[src/ddr4_init_pkg.sv]
// Constants, types and command encoders for the DDR4 init and mode register controller
package ddr4_init_pkg;

   // ------------------------------------------------------------
   // Clock and timing
   // ------------------------------------------------------------
   localparam int unsigned CLK_PERIOD_PS = 8000;
   localparam int unsigned T_RESET_NS    = 100;
   localparam int unsigned T_CKE_LOW_NS  = 10;
   localparam int unsigned T_CKE_WAIT_US = 500;
   localparam int unsigned T_IDLE_MS     = 960;
   localparam int unsigned CYC_PER_US    = 1000000 / CLK_PERIOD_PS;
   localparam int unsigned T_RST_CYC     = (T_RESET_NS * 1000 + CLK_PERIOD_PS - 1) / CLK_PERIOD_PS;
   localparam int unsigned T_CKE_LOW_CYC = (T_CKE_LOW_NS * 1000 + CLK_PERIOD_PS - 1) / CLK_PERIOD_PS;
   localparam int unsigned T_CKE_WAIT_CYC = T_CKE_WAIT_US * CYC_PER_US;
   localparam int unsigned T_IDLE_CYC    = T_IDLE_MS * 1000 * CYC_PER_US;
   // Keep-alive fires this many cycles before the idle limit
   localparam int unsigned KEEP_MARGIN   = 1024;
   // Command spacings in controller cycles
   localparam int unsigned T_XPR_CYC     = 64;
   localparam int unsigned T_MRD_CYC     = 8;
   localparam int unsigned T_MOD_CYC     = 24;
   localparam int unsigned T_FUNC_CYC    = 64;
   localparam int unsigned T_ZQ_CYC      = 1024;

   // ------------------------------------------------------------
   // Mode register layout
   // ------------------------------------------------------------
   localparam int unsigned MR_COUNT    = 7;
   localparam int unsigned MR_BITS     = 18;
   localparam logic [2:0]  MR_SEL_LAST = 3'h0;
   localparam logic [2:0]  MR_SEL_BAD  = 3'h7;
   localparam logic [2:0]  IDX_LAST    = 3'h6;
   localparam logic [2:0]  IDX_REINIT  = 3'h5;
   localparam int unsigned ZQ_LONG_BIT = 10;

   typedef logic [MR_BITS-1:0] mr_val_t;

   typedef struct packed {
      logic          act_n;
      logic          ras_n;
      logic          cas_n;
      logic          we_n;
      logic [1:0]    bg;
      logic [1:0]    ba;
      logic [17:0]   addr;
   } ddr_cmd_t;

   typedef enum logic [2:0] {
      ST_RST_HOLD, ST_CKE_WAIT, ST_XPR, ST_MRS, ST_MRS_GAP, ST_ZQ, ST_ZQ_WAIT, ST_READY
   } init_st_t;

   localparam ddr_cmd_t DES_CMD = '{1'b1, 1'b1, 1'b1, 1'b1, 2'h0, 2'h0, 18'h0};
   localparam ddr_cmd_t REF_CMD = '{1'b1, 1'b0, 1'b0, 1'b1, 2'h0, 2'h0, 18'h0};
   localparam ddr_cmd_t ZQL_CMD = '{1'b1, 1'b1, 1'b1, 1'b0, 2'h0, 2'h0, 18'h00400};

   // Select sits on BG0/BA1/BA0, BG1 stays zero
   function automatic ddr_cmd_t mrs_cmd(input logic [2:0] sel, input mr_val_t val);
      return '{1'b1, 1'b0, 1'b0, 1'b0, {1'b0, sel[2]}, sel[1:0], val};
   endfunction

   // Init load order MR3 MR6 MR5 MR4 MR2 MR1 MR0
   function automatic logic [2:0] mr_order(input logic [2:0] idx);
      unique case (idx)
         3'h0:    return 3'h3;
         3'h1:    return 3'h6;
         3'h2:    return 3'h5;
         3'h3:    return 3'h4;
         3'h4:    return 3'h2;
         3'h5:    return 3'h1;
         default: return 3'h0;
      endcase
   endfunction

endpackage

[src/ddr4_init_ctrl.sv]
// Host-side DDR4 reset, initialization and mode register controller
// Summary of operation
// - Keep-alive refresh before 960 ms idle, sent only while ALL_IDLE is high
// - Debug 60 minute idle stretch not used
// - Supply change reruns DLL reset, calibration
// - Deselect between init MRS and ZQCL
// - Write every defined mode register at init
// - DLL enable MR1 before DLL reset MR0
// - Test input held low throughout
// - Reset low 100 ns, CKE low first
// - Warm reset reuses power-on steps
// - Fully load registers after every reset
// - Every MRS carries full field value
// - At least tMRD between MRS commands
// - Feature-changing MRS waits function time
// - tMOD before non-MRS command
// - Special MRS use longer function timing
// - Runtime MRS only while device idle
// - ODT low around MRS with RTT_NOM
// - ODT free when RTT_NOM off
// - Wait 500 us after reset before CKE
// - ZQCL after last load, then wait
// - Three-bit select, code 111 unused
// - RAS, CAS, WE low for MRS
`timescale 1ns/10ps
`default_nettype none

module ddr4_init_ctrl
   import ddr4_init_pkg::*;
#(
   parameter int unsigned CKE_WAIT_CYC = T_CKE_WAIT_CYC,
   parameter int unsigned IDLE_CYC     = T_IDLE_CYC
)(
   // Clock and reset
   input  wire logic                     MCLK,
   input  wire logic                     RESET,
   // Init control
   input  wire logic                     START,
   input  wire logic                     REINIT,
   input  wire mr_val_t [MR_COUNT-1:0]   MR_INIT,
   input  wire logic [MR_COUNT-1:0]      INIT_SLOW,
   output var  logic                     READY,
   // Runtime mode register write
   input  wire logic                     MRS_VALID,
   input  wire logic [2:0]               MRS_SEL,
   input  wire mr_val_t                  MRS_DATA,
   input  wire logic                     MRS_SLOW,
   output logic                          MRS_READY,
   // Other commands
   input  wire logic                     CMD_VALID,
   input  wire ddr_cmd_t                 CMD,
   output logic                          CMD_READY,
   // Device state seen by the user
   input  wire logic                     ALL_IDLE,
   input  wire logic                     RTT_NOM_ON,
   input  wire logic                     ODT_REQ,
   // Device pins
   output var  logic                     RESET_N,
   output var  logic                     CKE,
   output var  logic                     CS_N,
   output var  ddr_cmd_t                 DDR_CMD,
   output var  logic                     ODT,
   output var  logic                     TEN
);

   // ------------------------------------------------------------
   // Issue decisions
   // ------------------------------------------------------------
   init_st_t    st;
   logic [31:0] wait_cnt;
   logic [31:0] gap;
   logic [2:0]  mr_idx;
   logic [7:0]  mrd_cnt;
   logic [7:0]  mod_cnt;
   logic [31:0] idle_cnt;
   logic        keep_due;
   logic        ref_fire;
   logic        reinit_fire;
   logic        user_mrs;
   logic        init_mrs;
   logic        mrs_slow;
   logic [2:0]  init_sel;

   assign init_sel = mr_order(mr_idx);
   assign init_mrs = (st == ST_MRS);
   assign mrs_slow = init_mrs ? INIT_SLOW[init_sel] : MRS_SLOW;

   assign keep_due = (idle_cnt >= IDLE_CYC - KEEP_MARGIN) && ALL_IDLE;
   assign ref_fire = (st == ST_READY) && !START && !REINIT && keep_due && (mod_cnt == 8'h0);
   assign reinit_fire = (st == ST_READY) && !START && REINIT && ALL_IDLE && (mrd_cnt == 8'h0)
                        && !(RTT_NOM_ON && ODT);
   assign MRS_READY = (st == ST_READY) && !START && !REINIT && !keep_due && ALL_IDLE
                      && (mrd_cnt == 8'h0) && !(RTT_NOM_ON && ODT) && (MRS_SEL != MR_SEL_BAD);
   assign user_mrs  = MRS_VALID && MRS_READY;
   assign CMD_READY = (st == ST_READY) && !START && !REINIT && !keep_due && !user_mrs
                      && (mod_cnt == 8'h0);

   // ------------------------------------------------------------
   // Sequencer and command pins
   // ------------------------------------------------------------
   always_ff @(posedge MCLK) begin
      if (RESET) begin
         st       <= ST_RST_HOLD;
         wait_cnt <= 32'h0;
         gap      <= 32'h0;
         mr_idx   <= 3'h0;
         RESET_N  <= 1'b0;
         CKE      <= 1'b0;
         CS_N     <= 1'b1;
         DDR_CMD  <= DES_CMD;
         READY    <= 1'b0;
      end else begin
         CS_N     <= 1'b1;
         DDR_CMD  <= DES_CMD;
         wait_cnt <= wait_cnt + 32'h1;
         unique case (st)
            ST_RST_HOLD: begin
               RESET_N <= 1'b0;
               CKE     <= 1'b0;
               if (wait_cnt >= 32'(T_RST_CYC - 1) && wait_cnt >= 32'(T_CKE_LOW_CYC)) begin
                  RESET_N  <= 1'b1;
                  wait_cnt <= 32'h0;
                  st       <= ST_CKE_WAIT;
               end
            end
            ST_CKE_WAIT: begin
               if (wait_cnt >= CKE_WAIT_CYC - 1) begin
                  CKE      <= 1'b1;
                  wait_cnt <= 32'h0;
                  st       <= ST_XPR;
               end
            end
            ST_XPR: begin
               if (wait_cnt >= 32'(T_XPR_CYC - 1)) begin
                  mr_idx <= 3'h0;
                  st     <= ST_MRS;
               end
            end
            ST_MRS: begin
               CS_N     <= 1'b0;
               DDR_CMD  <= mrs_cmd(init_sel, MR_INIT[init_sel]);
               wait_cnt <= 32'h0;
               if (mrs_slow) begin
                  gap <= 32'(T_FUNC_CYC);
               end else if (mr_idx == IDX_LAST) begin
                  gap <= 32'(T_MOD_CYC);
               end else begin
                  gap <= 32'(T_MRD_CYC);
               end
               st <= ST_MRS_GAP;
            end
            ST_MRS_GAP: begin
               if (wait_cnt >= gap - 32'h1) begin
                  if (mr_idx == IDX_LAST) begin
                     st <= ST_ZQ;
                  end else begin
                     mr_idx <= mr_idx + 3'h1;
                     st     <= ST_MRS;
                  end
               end
            end
            ST_ZQ: begin
               CS_N     <= 1'b0;
               DDR_CMD  <= ZQL_CMD;
               wait_cnt <= 32'h0;
               st       <= ST_ZQ_WAIT;
            end
            ST_ZQ_WAIT: begin
               if (wait_cnt >= 32'(T_ZQ_CYC - 1)) begin
                  READY <= 1'b1;
                  st    <= ST_READY;
               end
            end
            ST_READY: begin
               if (START) begin
                  READY    <= 1'b0;
                  RESET_N  <= 1'b0;
                  CKE      <= 1'b0;
                  wait_cnt <= 32'h0;
                  st       <= ST_RST_HOLD;
               end else if (reinit_fire) begin
                  READY  <= 1'b0;
                  mr_idx <= IDX_REINIT;
                  st     <= ST_MRS;
               end else if (ref_fire) begin
                  CS_N    <= 1'b0;
                  DDR_CMD <= REF_CMD;
               end else if (user_mrs) begin
                  CS_N    <= 1'b0;
                  DDR_CMD <= mrs_cmd(MRS_SEL, MRS_DATA);
               end else if (CMD_VALID && CMD_READY) begin
                  CS_N    <= 1'b0;
                  DDR_CMD <= CMD;
               end
            end
         endcase
      end
   end

   // ------------------------------------------------------------
   // MRS spacing counters
   // ------------------------------------------------------------
   always_ff @(posedge MCLK) begin
      if (RESET) begin
         mrd_cnt <= 8'h0;
         mod_cnt <= 8'h0;
      end else if (init_mrs || user_mrs) begin
         mrd_cnt <= mrs_slow ? 8'(T_FUNC_CYC) : 8'(T_MRD_CYC);
         mod_cnt <= mrs_slow ? 8'(T_FUNC_CYC) : 8'(T_MOD_CYC);
      end else begin
         mrd_cnt <= (mrd_cnt != 8'h0) ? mrd_cnt - 8'h1 : 8'h0;
         mod_cnt <= (mod_cnt != 8'h0) ? mod_cnt - 8'h1 : 8'h0;
      end
   end

   // ------------------------------------------------------------
   // Idle keep-alive counter
   // ------------------------------------------------------------
   // restart on activity
   always_ff @(posedge MCLK) begin
      if (RESET || st != ST_READY || !CS_N || ref_fire) begin
         idle_cnt <= 32'h0;
      end else begin
         idle_cnt <= idle_cnt + 32'h1;
      end
   end

   // ------------------------------------------------------------
   // ODT and test pin
   // ------------------------------------------------------------
   // Held low through init so it stays static until calibration ends
   always_ff @(posedge MCLK) begin
      if (RESET) begin
         ODT <= 1'b0;
         TEN <= 1'b0;
      end else begin
         TEN <= 1'b0;
         ODT <= (st == ST_READY) && ODT_REQ
                && !(RTT_NOM_ON && (MRS_VALID || REINIT || mod_cnt != 8'h0));
      end
   end

   // ------------------------------------------------------------
   // Checks
   // ------------------------------------------------------------
   logic        is_mrs;
   logic        is_cmd;
   logic [7:0]  since_mrs;
   logic [7:0]  rst_low;
   logic [31:0] since_rel;
   logic [2:0]  last_sel;

   assign is_mrs = !CS_N && DDR_CMD.act_n && !DDR_CMD.ras_n && !DDR_CMD.cas_n && !DDR_CMD.we_n;
   assign is_cmd = !CS_N && !is_mrs;

   always_ff @(posedge MCLK) begin
      if (RESET) begin
         since_mrs <= 8'hff;
         rst_low   <= 8'h0;
         since_rel <= 32'h0;
         last_sel  <= 3'h7;
      end else begin
         since_mrs <= is_mrs ? 8'h1 : ((since_mrs == 8'hff) ? 8'hff : since_mrs + 8'h1);
         rst_low   <= RESET_N ? 8'h0 : ((rst_low == 8'hff) ? 8'hff : rst_low + 8'h1);
         since_rel <= !RESET_N ? 32'h0 : since_rel + 32'h1;
         if (is_mrs) begin
            last_sel <= {DDR_CMD.bg[0], DDR_CMD.ba};
         end
      end
   end
endmodule

`default_nettype wire

[config.mk]
export PLATFORM = sky130hd
export DESIGN_NAME = ddr4_init_ctrl
export DESIGN_NICKNAME = d
export VERILOG_FILES = /design/src/ddr4_init_pkg.sv /design/src/ddr4_init_ctrl.sv
export SDC_FILE = /design/constraint.sdc
export NUM_CORES = 1
export LEC_CHECK = 0
export ABC_AREA = 1
export BUFFER_PORTS_ARGS = -buffer_cell sky130_fd_sc_hd__buf_4
export CAP_MARGIN = 20
export CORE_ASPECT_RATIO = 0.9
export CORE_MARGIN = 3
export CORE_UTILIZATION = 45
export CTS_CLUSTER_SIZE = 16
export DETAILED_ROUTE_END_ITERATION = 12
export PLACE_DENSITY_LB_ADDON = 0.3
export SLEW_MARGIN = 20
export SYNTH_ARGS = -nofsm -noshare
export SYNTH_HDL_FRONTEND = slang
export SYNTH_SLANG_ARGS = --single-unit
export TNS_END_PERCENT = 1
[constraint.sdc]
create_clock -name MCLK -period 2.7 [get_ports MCLK]
set_input_delay 0.54 -clock MCLK [delete_from_list [all_inputs] [get_ports MCLK]]
set_output_delay 0.54 -clock MCLK [all_outputs]
set_load 0.1 [all_outputs]
==> run metrics <==
outcome=complete, no violations; die height=134 um; Syn Nets=1519; Worst-path clk slew=roughly 0.06 ns; CORE AREA=17800 sq um; Placer Congestion=between 0.9 and 1; die area=20000 sq um; largest net degree at the start of global routing=42; FMAX=0.384 GHz; Req. time, crit path=roughly 2.2 ns; Synth warnings=0; Post-synth EDFFs=0; Die W=149 um; worst skew pair latency=0.42 ns; H-tree lvl count=4; post-synthesis mux area share=0%; initial antenna violation count=0; clock root buffer=clkbuf_16; Mapped Area=8240 sq um; clock sink total=120; post-route cell area=10900 sq um; grt total ovfl=0; min-delay worst type=in2reg; #FFs+latches synth=120; critical path data arrival time=2.07 ns; Synth Area in Adders=6.38%; clock skew=0.00679 ns; 1st-iter DRT viols=943; Synth Area in Simple Gates=between 30% and 40%; Lkg Pwr=5.04 nW; Vias=9461; GRT Util Overall=27.4%; main flop type after synthesis=dfxtp_1; drt wl/cell=16.2 um; pwr/cell area=696 nW/um^2; max-cap violation count=0; Critical Path Source Type=flop; normalized max-slew margin=59.5%; most area-hungry cell type in the Yosys netlist=dfxtp_1; CTS max path bufs=2; Final Net Count=between 1.5k and 2k; Final setup viols=0; TritonRoute pass-1 iters=5; Synth Area in Compound Gates=~12%; Synth area leaders=dfxtp_1, nand2_1, nor2_1; hold buffers post-CTS=0; Starting Density=46.3%; Critical Path Sink Type=primary output; Ports=224; first-pass GRT wire length=44.0 mm; most numerous cell in the Yosys netlist=nand2_1; fin crit share=between 90% and 100%; Area Overhead vs Synth=32.1%; syn avg cell area=6.40 sq um; Buffers on Ports=~220; Crit Path Max Fanout=4; Synth top cells by count=nand2_1, nor2_1, inv_1; maximum VDD drop=between 400 and 500 uV; endpoints failing hold=0; ys async rst share=0%; DP Area=between 10000 and 15000 sq um; Synth Instances=1287; Non-Filler Instances=1757; total power=7.57 mW; main combinational cell family by area after synthesis=simple AND/OR/NAND/NOR gates; Least-Margin Pin Slew=0.601 ns; post-synthesis sequential area ratio=between 20% and 30%; ANT cells=0; vias per std cell=approximately 5.4; Synth top area share=29.2%; CTS tree=yes; Detail Route Antenna Nets=0; Yosys cell types=47; Routed WL=between 20 and 30 mm; vias in the first global route=8599; setup slack after layout=between 0.09 and 0.1 ns; RSZ-0062 raised after global routing=yes; Final min period=2.61 ns; drt drc=0; XOR/XNOR share of the synthesized area=3.29%; Util after Layout=61.2%; Slew Viols, Final=0; share of cells above drive strength 1=~22%; pre-CTS WS=0.191 ns; Num CTS Buffers=17; Setup Crit Path Kind=reg2out; cell count after placement=1724; row cnt=46; DP Wirelength=21.6 mm
[through the flow]
step           setup TNS (ns)  hold slack, ns
3_5_place_dp                0           0.404
3_3_place_gp                0           0.400
5_1_grt               -0.0347           0.358
2_1_floorplan               0           0.393
6_report                    0           0.368
4_1_cts                     0           0.346
[placed cells by master (no fill, tap or decap), drive strengths merged]
cell        n
nand2     298
buf       241
nor2      182
inv       146
dfxtp     120
a21oi      81
nand3      76
o21ai      76
nor3       57
nand4      51
ha         42
nor4       26
xor2       24
clkbuf     19
o21bai     17
or2        12
nor3b       8
xnor2       7
clkinv      6
and3        5
a211oi      4
nand3b      3
bufinv      3
a31oi       2
o31ai       2
o21a        2
clkinvlp    2
o22ai       1
o211ai      1
o221ai      1
nor4b       1
conb        1
[cell type report]
class	count	area (sq um)
Fill cell	1677	6900
Multi-Input combinational cell	980	5180
Sequential cell	120	2400
Timing Repair Buffer	241	1850
Inverter	144	541
Clock buffer	19	443
Tap cell	240	300
Clock inverter	13	170
[path summary, 6_finish.rpt]
path         cells past startpoint        from           to  slack [ns]
max reg2reg                     17      gap[3]    mr_idx[0]        0.23
min reg2reg                      1  mrd_cnt[0]   mrd_cnt[0]        0.41
max                             10  mrd_cnt[0]    CMD_READY        0.09
min                              3     CMD[25]  DDR_CMD[25]        0.37
[logic make-up after synthesis]
| logic type | after synthesis |
|---|---|
| buffers and inverters | 187 |
| other | 1 |
| flip-flops | 120 |
| AO/OA/AOI/OAI | 187 |
| adder cells (fa/ha/maj) | 42 |
| AND/OR/NAND/NOR | 719 |
| XOR/XNOR | 31 |
[critical path, stage by stage (launching register included)]
cell and delay, ns:
dfxtp_1 0.31, inv_1 0.09, ha_2 0.22, nand2_1 0.12
nor2_4 0.13, nand3_2 0.13, nor2_4 0.15, nand4_2 0.14
nand2_2 0.14, inv_2 0.06, buf_12 0.16
[metal layers]
layer	global-route usage (%)	vias up	wire length (um)
li1	-	4696	-
met1	38.6	4341	12700
met2	42.1	370	12700
met3	5.71	54	2280
met4	8.67	0	796
met5	0	-	0
[where the power goes]
group / switching [mW] / total [mW] / internal, mW
clock: 0.877 / 2.36 / 1.49
combinational: 2.11 / 3.12 / 1.01
sequential: 0.132 / 2.09 / 1.95
total: 3.12 / 7.57 / 4.45
[timing repair]
action,in CTS,in global routing
resized for setup,15,11
setup endpoints to repair,2,22
buffers inserted,0,1
pin swaps,0,2
[flip-flops by register name, indices dropped and copies added (netlist names), 3 cells and up]
name / cells
gap: 3
st: 3
mr_idx: 3
mod_cnt: 8
idle_cnt: 32
mrd_cnt: 8
wait_cnt: 32
DDR_CMD: 26
No activity file was read; power rests on OpenSTA's default activity.
